### src/shared/wwdt_pkg.sv
// Summary of operation
// - missed refresh before overflow raises nmi request and starts prewarning.
// - prewarning lasts 0x30 counter counts, then system reset output asserts.
// - refresh inside active window is invalid: prewarning without nmi, then reset.
// - forbidden window spans counter zero up to window byte followed by 0x00.
// - valid refresh loads counter with reload byte times 256, counts upward.
// - counter input is peripheral clock divided by 2 or by 128.
// - reload byte sets only counter high byte; low byte restarts at zero.
// - refresh-to-overflow period is 2^(1+6*sel)*(65536-reload*256) clocks.
// - with window on and window byte above reload, window byte sets earliest valid refresh.
package wwdt_pkg;

	// register byte addresses
	localparam logic [11:0] WWDT_CTRL_OFS   = 12'h000;
	localparam logic [11:0] WWDT_RELOAD_OFS = 12'h004;
	localparam logic [11:0] WWDT_WINDOW_OFS = 12'h008;
	localparam logic [11:0] WWDT_COUNT_OFS  = 12'h00c;
	localparam logic [11:0] WWDT_STAT_OFS   = 12'h010;
	localparam logic [11:0] WWDT_MASK_OFS   = 12'h014;
	localparam logic [11:0] WWDT_SERV_OFS   = 12'h018;

	// control field positions
	localparam int WWDT_CTRL_EN_BIT  = 0;
	localparam int WWDT_CTRL_DIV_BIT = 1;
	localparam int WWDT_CTRL_WIN_BIT = 2;

	// status field positions
	localparam int WWDT_ST_OVF_BIT  = 0;
	localparam int WWDT_ST_INV_BIT  = 1;
	localparam int WWDT_ST_PRE_BIT  = 2;
	localparam int WWDT_ST_NBITS    = 3;

	// reset values
	localparam logic [7:0]  WWDT_RELOAD_RST = 8'h00;
	localparam logic [7:0]  WWDT_WINDOW_RST = 8'h00;
	localparam logic [15:0] WWDT_COUNT_RST  = 16'h0000;

	// prescaler divisors, prewarning length in counter ticks
	localparam logic [6:0] WWDT_DIV_SLOW   = 7'h7f;   // 128 - 1
	localparam logic [6:0] WWDT_DIV_FAST   = 7'h01;   // 2 - 1
	localparam logic [7:0] WWDT_PREWARN_CNT = 8'h30;

	// software service key; written to the service register
	localparam logic [31:0] WWDT_SERV_KEY = 32'h0000_00a5;

	typedef enum logic [2:0]
	{
		WWDT_RUN  = 3'b001,
		WWDT_PRE  = 3'b010,
		WWDT_RST  = 3'b100
	} wwdt_state_e;

	typedef struct packed
	{
		logic enable;
		logic div_sel;
		logic win_en;
	} wwdt_ctrl_s;

endpackage

### src/verilog/wwdt_top.sv
// The address map and the APB slave port were chosen for this implementation.
`timescale 1ns/1ps
module wwdt_top
(
	input  wire logic        CLK_I,
	input  wire logic        RST_N_I,
	input  wire logic        PSEL_I,
	input  wire logic        PENABLE_I,
	input  wire logic        PWRITE_I,
	input  wire logic [11:0] PADDR_I,
	input  wire logic [31:0] PWDATA_I,
	output logic      [31:0] PRDATA_O,
	output logic             PREADY_O,
	output logic             PSLVERR_O,
	output logic             WDOG_NMI_REQUEST_O,
	output logic             WDOG_SYSTEM_RESET_O,
	output logic             IRQ_O
);

////////////////////////////////////////////////////////////////////////////////
	// windowed watchdog: a 16-bit up-counter fed by a 2 or 128 clock prescaler.
	// a service write outside the forbidden window reloads it; an overflow or
	// a service inside the window starts prewarning, which ends in a held reset.
	// software reaches everything through a one-wait-state apb slave.
	// the nmi is not gated by the mask; only the status interrupt is.
	logic                           acc;
	logic                           wr;
	logic                           rd;
	logic                           hit;
	logic [31:0]                    rdata;
	wwdt_pkg::wwdt_ctrl_s           ctrl_q,   ctrl_d;
	logic [7:0]                     reload_q, reload_d;
	logic [7:0]                     window_q, window_d;
	logic [15:0]                    cnt_q,    cnt_d;
	logic [6:0]                     pre_q,    pre_d;
	logic [7:0]                     pw_q,     pw_d;
	wwdt_pkg::wwdt_state_e          st_q,     st_d;
	logic [wwdt_pkg::WWDT_ST_NBITS-1:0] stat_q, stat_d;
	logic [wwdt_pkg::WWDT_ST_NBITS-1:0] mask_q, mask_d;
	logic [wwdt_pkg::WWDT_ST_NBITS-1:0] ev;
	logic                           nmi_q,    nmi_d;
	logic                           srst_q,   srst_d;
	logic                           irq_q,    irq_d;
	logic [31:0]                    prdata_q, prdata_d;
	logic                           pready_q, pready_d;
	logic                           perr_q,   perr_d;
	logic                           tick;
	logic                           serve;
	logic                           in_win;

////////////////////////////////////////////////////////////////////////////////
	// apb decode; one wait state, answer registered
	// the !pready_q term keeps a held access phase from being taken twice,
	// which would otherwise repeat a status clear or a service write
	assign acc   = PSEL_I && PENABLE_I && !pready_q;
	assign wr    = acc && PWRITE_I;
	assign rd    = acc && !PWRITE_I;
	assign serve = wr && (PADDR_I == wwdt_pkg::WWDT_SERV_OFS)
		&& (PWDATA_I == wwdt_pkg::WWDT_SERV_KEY);

	// read mux, unmapped addresses flagged as errors
	always_comb
	begin
		hit   = 1'b1;
		rdata = 32'h0000_0000;
		unique case (PADDR_I)
			wwdt_pkg::WWDT_CTRL_OFS:   rdata = {29'h0, ctrl_q};
			wwdt_pkg::WWDT_RELOAD_OFS: rdata = {24'h0, reload_q};
			wwdt_pkg::WWDT_WINDOW_OFS: rdata = {24'h0, window_q};
			wwdt_pkg::WWDT_COUNT_OFS:  rdata = {16'h0, cnt_q};
			wwdt_pkg::WWDT_STAT_OFS:   rdata = {29'h0, stat_q};
			wwdt_pkg::WWDT_MASK_OFS:   rdata = {29'h0, mask_q};
			wwdt_pkg::WWDT_SERV_OFS:   rdata = 32'h0000_0000;
			default:                   hit   = 1'b0;
		endcase
	end

	// bus answer registers
	always_comb
	begin
		pready_d = acc;
		perr_d   = acc && !hit;
		prdata_d = rd ? rdata : 32'h0000_0000;
	end

////////////////////////////////////////////////////////////////////////////////
	// configuration registers; reload and window may be rewritten at any time.
	// reload only matters at the next service write, the window applies at once
	// hazard: a window byte below the reload byte makes the window useless
	// enable is sticky: once running only RST_N_I stops the watchdog
	always_comb
	begin
		ctrl_d   = ctrl_q;
		reload_d = reload_q;
		window_d = window_q;
		mask_d   = mask_q;
		if (wr)
		begin
			unique case (PADDR_I)
				wwdt_pkg::WWDT_CTRL_OFS:
				begin
					ctrl_d.div_sel = PWDATA_I[wwdt_pkg::WWDT_CTRL_DIV_BIT];
					ctrl_d.win_en  = PWDATA_I[wwdt_pkg::WWDT_CTRL_WIN_BIT];
					// once started the watchdog cannot be stopped by software
					ctrl_d.enable  = ctrl_q.enable | PWDATA_I[wwdt_pkg::WWDT_CTRL_EN_BIT];
				end
				wwdt_pkg::WWDT_RELOAD_OFS: reload_d = PWDATA_I[7:0];
				wwdt_pkg::WWDT_WINDOW_OFS: window_d = PWDATA_I[7:0];
				wwdt_pkg::WWDT_MASK_OFS:   mask_d   = PWDATA_I[wwdt_pkg::WWDT_ST_NBITS-1:0];
				default: ;
			endcase
		end
	end

////////////////////////////////////////////////////////////////////////////////
	// prescaler: tick every 2 or 128 clocks
	// held at zero while disabled, so the first tick after enable comes a full
	// divide later; a divider change mid-count takes effect at once
	always_comb
	begin
		tick  = 1'b0;
		pre_d = pre_q + 7'h01;
		if (!ctrl_q.enable)
			pre_d = 7'h00;
		else if (pre_q >= (ctrl_q.div_sel ? wwdt_pkg::WWDT_DIV_SLOW
			: wwdt_pkg::WWDT_DIV_FAST))
		begin
			pre_d = 7'h00;
			tick  = 1'b1;
		end
	end

	// forbidden window: count from zero up to {window,00}
	// inclusive: a count equal to {window,00} is still refused
	assign in_win = ctrl_q.win_en && (cnt_q <= {window_q, 8'h00});

////////////////////////////////////////////////////////////////////////////////
	// watchdog state machine and counter
	// the counter keeps running through prewarning so software can watch it;
	// prewarning is counted in ticks, so its length follows the divider
	// the reset state is left only through RST_N_I
	always_comb
	begin
		st_d   = st_q;
		cnt_d  = cnt_q;
		pw_d   = pw_q;
		nmi_d  = nmi_q;
		srst_d = srst_q;
		ev     = '0;
		unique case (st_q)
			wwdt_pkg::WWDT_RUN:
			begin
				if (ctrl_q.enable && serve && in_win)
				begin
					st_d = wwdt_pkg::WWDT_PRE;
					pw_d = 8'h00;
					ev[wwdt_pkg::WWDT_ST_INV_BIT] = 1'b1;
					ev[wwdt_pkg::WWDT_ST_PRE_BIT] = 1'b1;
				end
				else if (serve)
					cnt_d = {reload_q, 8'h00};
				else if (tick)
				begin
					cnt_d = cnt_q + 16'h0001;
					if (cnt_q == 16'hffff)
					begin
						st_d  = wwdt_pkg::WWDT_PRE;
						pw_d  = 8'h00;
						nmi_d = 1'b1;
						ev[wwdt_pkg::WWDT_ST_OVF_BIT] = 1'b1;
						ev[wwdt_pkg::WWDT_ST_PRE_BIT] = 1'b1;
					end
				end
			end
			wwdt_pkg::WWDT_PRE:
			begin
				// service writes are ignored here
				if (tick)
				begin
					cnt_d = cnt_q + 16'h0001;
					pw_d  = pw_q + 8'h01;
					if (pw_q == wwdt_pkg::WWDT_PREWARN_CNT - 8'h01)
					begin
						st_d   = wwdt_pkg::WWDT_RST;
						srst_d = 1'b1;
					end
				end
			end
			wwdt_pkg::WWDT_RST:
				srst_d = 1'b1;   // held until the system reset clears the block
			default:
				st_d = wwdt_pkg::WWDT_RUN;
		endcase
	end

	// sticky status: set wins over the read clear
	// irq is built from the next status and mask so it moves with the flops,
	// a read that clears the last bit drops the interrupt on the same edge
	always_comb
	begin
		stat_d = stat_q;
		if (rd && (PADDR_I == wwdt_pkg::WWDT_STAT_OFS))
			stat_d = '0;
		stat_d = stat_d | ev;
		irq_d  = |(stat_d & mask_d);
	end

////////////////////////////////////////////////////////////////////////////////
	// one register process per state group, all on CLK_I
	// bus answer; pslverr rides with pready, an unmapped access changes nothing
	always_ff @(posedge CLK_I)
	begin
		if (!RST_N_I)
		begin
			prdata_q <= 32'h0000_0000;
			pready_q <= 1'b0;
			perr_q   <= 1'b0;
		end
		else
		begin
			prdata_q <= prdata_d;
			pready_q <= pready_d;
			perr_q   <= perr_d;
		end
	end

	// configuration registers
	always_ff @(posedge CLK_I)
	begin
		if (!RST_N_I)
		begin
			ctrl_q   <= '0;
			reload_q <= wwdt_pkg::WWDT_RELOAD_RST;
			window_q <= wwdt_pkg::WWDT_WINDOW_RST;
			mask_q   <= '0;
		end
		else
		begin
			ctrl_q   <= ctrl_d;
			reload_q <= reload_d;
			window_q <= window_d;
			mask_q   <= mask_d;
		end
	end

	// prescaler
	always_ff @(posedge CLK_I)
	begin
		if (!RST_N_I)
		begin
			pre_q <= 7'h00;
		end
		else
		begin
			pre_q <= pre_d;
		end
	end

	// state machine, counter, nmi and system reset
	always_ff @(posedge CLK_I)
	begin
		if (!RST_N_I)
		begin
			cnt_q  <= wwdt_pkg::WWDT_COUNT_RST;
			pw_q   <= 8'h00;
			st_q   <= wwdt_pkg::WWDT_RUN;
			nmi_q  <= 1'b0;
			srst_q <= 1'b0;
		end
		else
		begin
			cnt_q  <= cnt_d;
			pw_q   <= pw_d;
			st_q   <= st_d;
			nmi_q  <= nmi_d;
			srst_q <= srst_d;
		end
	end

	// status and interrupt
	always_ff @(posedge CLK_I)
	begin
		if (!RST_N_I)
		begin
			stat_q <= '0;
			irq_q  <= 1'b0;
		end
		else
		begin
			stat_q <= stat_d;
			irq_q  <= irq_d;
		end
	end

	// outputs straight from flops
	// nmi and system reset stay high until RST_N_I; the system reset that they
	// cause is expected to pull RST_N_I low and so clear them
	assign PRDATA_O            = prdata_q;
	assign PREADY_O            = pready_q;
	assign PSLVERR_O           = perr_q;
	assign WDOG_NMI_REQUEST_O  = nmi_q;
	assign WDOG_SYSTEM_RESET_O = srst_q;
	assign IRQ_O               = irq_q;

endmodule // wwdt_top

### config.mk
export PLATFORM = sky130hd
export DESIGN_NAME = wwdt_top
export DESIGN_NICKNAME = d
export VERILOG_FILES = /design/src/shared/wwdt_pkg.sv /design/src/verilog/wwdt_top.sv
export SDC_FILE = /design/constraint.sdc
export NUM_CORES = 1
export LEC_CHECK = 0
export BUFFER_PORTS_ARGS = -buffer_cell sky130_fd_sc_hd__clkbuf_2
export CAP_MARGIN = 25
export CORE_UTILIZATION = 50
export CTS_CLUSTER_DIAMETER = 200
export DETAILED_ROUTE_END_ITERATION = 12
export PLACE_DENSITY = 0.76
export SETUP_SLACK_MARGIN = 0.5
export SLEW_MARGIN = 20
export SYNTH_ARGS = -nofsm -noshare
export SYNTH_HDL_FRONTEND = slang
export SYNTH_SLANG_ARGS = --single-unit
### constraint.sdc
create_clock -name CLK_I -period 2.48 [get_ports CLK_I]
set_clock_uncertainty 0.05 [all_clocks]
set_input_delay 0.372 -clock CLK_I [delete_from_list [all_inputs] [get_ports CLK_I]]
set_output_delay 0.372 -clock CLK_I [all_outputs]
set_load 0.03 [all_outputs]
Word level (Yosys, flattened, before mapping)
Index checks and enable logic that the tools add are counted.
{"block": "totals", "ff_bits": 96, "in_bits": 49, "out_inout_bits": 37, "elab_cells": 112}
{"block": "op_classes", "n_addsub": 3, "n_lt_le_gt_ge": 2, "n_eq_ne": 18, "n_mux": 35, "bitwise": 8, "reduce_logical": 29}
{"op": "16-bit case mux with 6 select lines", "count": 1}
{"op": "16-bit two-way mux", "count": 3}
{"op": "8-bit two-way mux", "count": 5}
{"op": "12-bit by 5-bit equality test with 1-bit output, second input constant", "count": 3}
{"op": "32-bit by 8-bit equality test with 1-bit output, second input constant", "count": 1}
{"op": "16-bit case mux with 2 select lines", "count": 1}
{"op": "3-bit two-way mux", "count": 10}
{"op": "12-bit by 4-bit equality test with 1-bit output, second input constant", "count": 2}
{"op": "16-bit by 1-bit adder with 16-bit output, second input constant", "count": 1}
{"op": "16-bit equality test, second input constant", "count": 1}
{"op": "16-bit <= comparator", "count": 1}
{"op": "8-bit case mux with 2 select lines", "count": 1}
{"op": "12-bit by 3-bit equality test with 1-bit output, second input constant", "count": 1}
{"op": "12-bit zero test", "count": 1}
{"op": "1-bit logical AND", "count": 11}
{"op": "1-bit two-way mux", "count": 11}
{"op": "2-bit AND reduction", "count": 5}
{"op": "5-bit AND reduction", "count": 2}
{"op": "3-bit != test, second input constant", "count": 3}
{"op": "3-bit case mux with 3 select lines", "count": 1}
{"op": "8-bit by 1-bit adder with 8-bit output, second input constant", "count": 1}
{"op": "8-bit by 6-bit equality test with 1-bit output, second input constant", "count": 1}
{"op": "7-bit by 1-bit adder with 7-bit output, second input constant", "count": 1}
{"op": "7-bit greater-or-equal comparator", "count": 1}
{"op": "16 further kinds", "count": 26}

Logic depth before layout (Yosys ltp)
{"block": "logic_depth", "word_depth": 12, "mapped_depth": 10, "mapped_depth_nobuf": 9}

Worst setup path before layout
Ideal clock, no wire load.
{"block": "synth_path", "path_kind": "reg-to-reg", "start": "register ctrl_q[1] (netlist bit)", "end": "register pw_q[2]", "t_arrival_ns": 2.199, "required_ns": 2.310, "setup_slack_ns": 0.111, "path_stages_with_launch": 10, "synth_period_minus_slack_ns": 2.369, "path_cell_list": "dfxtp_1 > inv_1 > ha_1 > nand4_1 > a21oi_1 > nor2_1 > or4b_4 > a21oi_2 > nor3_2 > a211o_1"}
{"block": "synth_via", "elab_chain_len": 6, "word_cells_on_any_way": 7, "classes_between": "1 x order compare; 2 x eq/ne; 3 x mux; 1 x reduce/logical"}
{"item": "start: declaration", "line": "wwdt_top.sv:31", "text": "wwdt_pkg::wwdt_ctrl_s ctrl_q, ctrl_d;"}
{"item": "start signal: assignment", "line": "wwdt_top.sv:239", "text": "ctrl_q <= ctrl_d;"}
{"item": "7-bit two-way mux *", "line": "wwdt_top.sv:125", "text": "else if (pre_q >= (ctrl_q.div_sel ? wwdt_pkg::WWDT_DIV_SLOW"}
{"item": "7-bit greater-or-equal comparator *", "line": "wwdt_top.sv:125"}
{"item": "1-bit two-way mux *", "line": "wwdt_top.sv:125"}
{"item": "1-bit two-way mux *", "line": "wwdt_top.sv:123", "text": "if (!ctrl_q.enable)"}
{"item": "3-bit != test (no line) / 2-bit != test (equally long branches)"}
{"item": "5-bit AND reduction (no line) *"}
{"item": "end signal: assignment", "line": "wwdt_top.sv:273", "text": "pw_q <= pw_d;"}
{"item": "end: declaration", "line": "wwdt_top.sv:36", "text": "logic [7:0] pw_q, pw_d;"}
Every way passes the cells marked *; elsewhere a longest branch is shown, timed or not.
A chain may end at the register's enable or synchronous reset.

Final worst setup path
{"block": "layout_path", "start": "register pready_q (netlist: PREADY_O)", "end": "register irq_q (netlist: IRQ_O)"}
{"block": "layout_via", "elab_chain_len": 12, "word_cells_on_any_way": 19, "classes_between": "7 x mux; 2 x bitwise; 10 x reduce/logical"}
{"item": "start: declaration", "line": "wwdt_top.sv:45", "text": "logic pready_q, pready_d;"}
{"item": "start signal: assignment", "line": "wwdt_top.sv:222", "text": "pready_q <= pready_d;"}
{"item": "1-bit zero test *", "line": "wwdt_top.sv:55", "text": "assign acc = PSEL_I && PENABLE_I && !pready_q;"}
{"item": "1-bit logical AND *", "line": "wwdt_top.sv:55"}
{"item": "1-bit logical AND", "line": "wwdt_top.sv:56", "text": "assign wr = acc && PWRITE_I;"}
{"item": "1-bit logical AND", "line": "wwdt_top.sv:58", "text": "assign serve = wr && (PADDR_I == wwdt_pkg::WWDT_SERV_OFS)"}
{"item": "1-bit logical AND", "line": "wwdt_top.sv:59", "text": "&& (PWDATA_I == wwdt_pkg::WWDT_SERV_KEY);"}
{"item": "1-bit logical AND (2 in a row)", "line": "wwdt_top.sv:153", "text": "if (ctrl_q.enable && serve && in_win)"}
{"item": "1-bit two-way mux", "line": "wwdt_top.sv:153"}
{"item": "3-bit two-way mux", "line": "wwdt_top.sv:150", "text": "unique case (st_q)"}
{"item": "3-bit OR", "line": "wwdt_top.sv:204", "text": "stat_d = stat_d | ev;"}
{"item": "3-bit bitwise AND *", "line": "wwdt_top.sv:205", "text": "irq_d = |(stat_d & mask_d);"}
{"item": "3-bit OR reduction *", "line": "wwdt_top.sv:205"}
{"item": "end signal: assignment", "line": "wwdt_top.sv:291", "text": "irq_q <= irq_d;"}
{"item": "end: declaration", "line": "wwdt_top.sv:43", "text": "logic irq_q, irq_d;"}
Marked as above.

==> results.toml <==
[run_status]
status = "finished, final reports clean"

[critical_path]
worstPathRequired_ns = 2.73
endpoint_kind = "flop"
start_kind = "flop"
max_stage_delay_ns = 0.52
crit_fanout = 4
crit_arrival_ns = 2.65
worstSetupPathType = "reg2reg"
slowest_stage = "or4_4"
cp_cell_sequence = "and4b_1 > nand4_1 > buf_4 > or4_4 > o31ai_4 > nor3b_2 > a221o_1"

[synthesis]
synth_area_leaders = "dfxtp_1 (37%), nor2_1 (6.0%), mux2i_1 (5.5%), ha_1 (5.2%), a21oi_1 (3.3%)"
yosysWarnings = 0
synth_flop_cell = "dfxtp_1"
synth_edf_count = 0
post-synth-top-count-cell = "dfxtp_1"
syn_area_per_cell_um2 = 8.84
synth_cells = 494
synth_top_area_share_pct = 36.7
synth-seq-area-share_pct = 36.7
synth_cell_types = 75
syn_area_mm2 = 0.00437
synthTopCellsByCount = "dfxtp_1 (80), nor2_1 (70), nand2_1 (30), a21oi_1 (29), mux2i_1 (24)"
yosys.area.top_type = "dfxtp_1"
async_flop_share_pct = 0
ys_ff_latch = 80

[route]
drtIter0Drc = 239
drtPass1Iterations = 5
vias = 4147
drtAntennaViolNets = 0
via_per_inst = 5.73
wl_per_cell_um = 16.2
drc = 0
drt-total-wl_um = 11700

[sta]
hold_viol_final = 0
setup_viol = 0
fmax_mhz = 417
drv_slew = 0
finalCritPeriodShare_pct = 96.7
setup_slack_ns = 0.0817
tightest_slew_ns = 0.589
whs_ns = 0.239
finalCriticalPeriod_ns = 2.40
rsz0062_at_grt = "true"
slew-limit-headroom_pct = 60.6

[final_layout]
fillers = 648
area_growth_pct = 31.0
final_layout_size_suffix_gt1_share_pct = 37.8
nNetsFinal = 681
diodes = 0

[cts]
cts_made_buffers = 9
cts-hold-fix-buffers = 0
clockBufferDepth = 2
clkTransAtPathRegs_ns = 0.10
cts-htree-levels = 3
clkLatencyLatePin_ns = 0.36
root_buffer = "clkbuf_8"
cts.sinks = 80
tritoncts = "done"

[placed_design]
place_congestion = 0.836
hpwl_um = 8390
pre_cts_slack_ns = -0.0244
io_buffers = 69

[pwr]
power.density_mw_per_mm2 = 426
ir_drop_v = 0.000264
power.static_leakage_nw = 2.41

[global_route]
grtUsageTotal_pct = 26.3
grt_start_max_net_pins = 34
grt_pass1_vias = 3857
grt_pass1_wl_um = 18300
overflow = 0
grt_antenna_before_repair = 0

[floorplan]
start_util_pct = 52.4
die-area_mm2 = 0.00912
fp.coreArea_mm2 = 0.00834
die-width_um = 95.5
die_y_um = 95.5
rows = 33
ioPinCount = 86

[job]
drv_cap = 0

[min_path]
min_path_type = "in2reg"
## metal layers
metal,vias to the layer above,global-route usage [%],routed length (um)
li1,1999,-,-
met1,1969,32.3,4920
met2,152,45.3,5900
met3,27,3.43,568
met4,0,12.4,342
met5,-,0,0
## critical path, delay by kind of cell (launching register included)
| family | cells | cell delay [ns] |
|---|---|---|
| AND/OR/NAND/NOR | 4 | 1.25 |
| buffers and inverters | 1 | 0.23 |
| AO/OA/AOI/OAI | 2 | 0.45 |
| flip-flops | 1 | 0.36 |
## power breakdown
group / leakage [nW] / internal [mW] / total (mW) / switching, mW
sequential: 0.650 / 1.28 / 1.28 / 0.000851
clock: 0.106 / 0.478 / 1.01 / 0.527
combinational: 1.66 / 0.0553 / 0.151 / 0.0958
## path summary, 6_finish.rpt
path                             from                   to  slack (ns)  cells past startpoint
setup / recovery             PREADY_O                IRQ_O        0.08                      7
hold / removal            PWDATA_I[7]          window_q[7]        0.24                      3
setup reg to reg             PREADY_O                IRQ_O        0.08                      7
hold reg to reg   WDOG_SYSTEM_RESET_O  WDOG_SYSTEM_RESET_O        0.42                      1
## stage by stage
stage	std cells	area (um2)	setup TNS [ns]	util [%]	power (mW)
6_report	724	5720	0	68.6	2.44
4_1_cts	718	5610	0	67.2	2.45
3_3_place_gp	686	5140	0	61.7	1.46
2_1_floorplan	509	4630	0	-	1.41
5_1_grt	724	5720	0	68.6	2.52
3_5_place_dp	686	5140	-0.0542	61.7	1.46
## what timing repair did
action                                  4_1_cts  5_1_grt
setup buffers                                16        4
resized for setup                            31       15
endpoints found under the setup margin       33       33
pin swaps                                    27       19
cloned                                        0        2
## flip-flops by register name, summed over array words and instances (netlist names), 3 cells and up
name,cells
PRDATA_O,16
cnt_q,16
pw_q,8
reload_q,8
window_q,8
pre_q,7
ctrl_q,3
mask_q,3
st_q,3
stat_q,3
## placed cells by master, fill, tap and decap left out, types with 6 or more instances in the layout
master | synthesis | routed
dfxtp_1 | 80 | 70
clkbuf_2 | 1 | 69
nor2_1 | 70 | 65
buf_4 | 19 | 51
nand2_1 | 30 | 29
mux2i_1 | 24 | 24
a21oi_1 | 29 | 23
nand3_1 | 18 | 17
conb_1 | 1 | 16
inv_1 | 18 | 14
and2_1 | 13 | 13
ha_1 | 18 | 10
clkbuf_8 | 1 | 9
a22oi_1 | 8 | 8
ha_4 | 0 | 8
nand4_1 | 7 | 7
nor4_1 | 9 | 7
nor3_1 | 12 | 7
dfxtp_2 | 0 | 7
buf_6 | 3 | 7
nor3_2 | 2 | 6
a21oi_2 | 2 | 6
o211ai_1 | 6 | 6
or4_1 | 8 | 6
## cell type report
| cell class | count | area (um2) | share of cell area (%) |
|---|---|---|---|
| multi-input cells | 377 | 2870 | 50.1 |
| clock inverters | 7 | 78.8 | 1.38 |
| well taps | 105 | 131 | 2.30 |
| inverters | 18 | 75.1 | 1.31 |
| repair buffers | 128 | 827 | 14.4 |
| flip-flops and latches | 80 | 1620 | 28.3 |
| clock buffers | 9 | 124 | 2.16 |
## cells by family (layout without fill, tap and decap cells)
family / count (synthesis) / in the layout / synth area share (%)
adder cells (fa/ha/maj): 18 / 18 / 5.15
multiplexers: 24 / 24 / 5.50
AO/OA/AOI/OAI: 98 / 99 / 16.3
flip-flops: 80 / 80 / 36.7
other: 1 / 16 / 0.0858
buffers and inverters: 54 / 162 / 7.10
XOR/XNOR: 6 / 6 / 1.20
AND/OR/NAND/NOR: 213 / 214 / 28.0
Note: power is estimated with default switching activity, not from simulation.
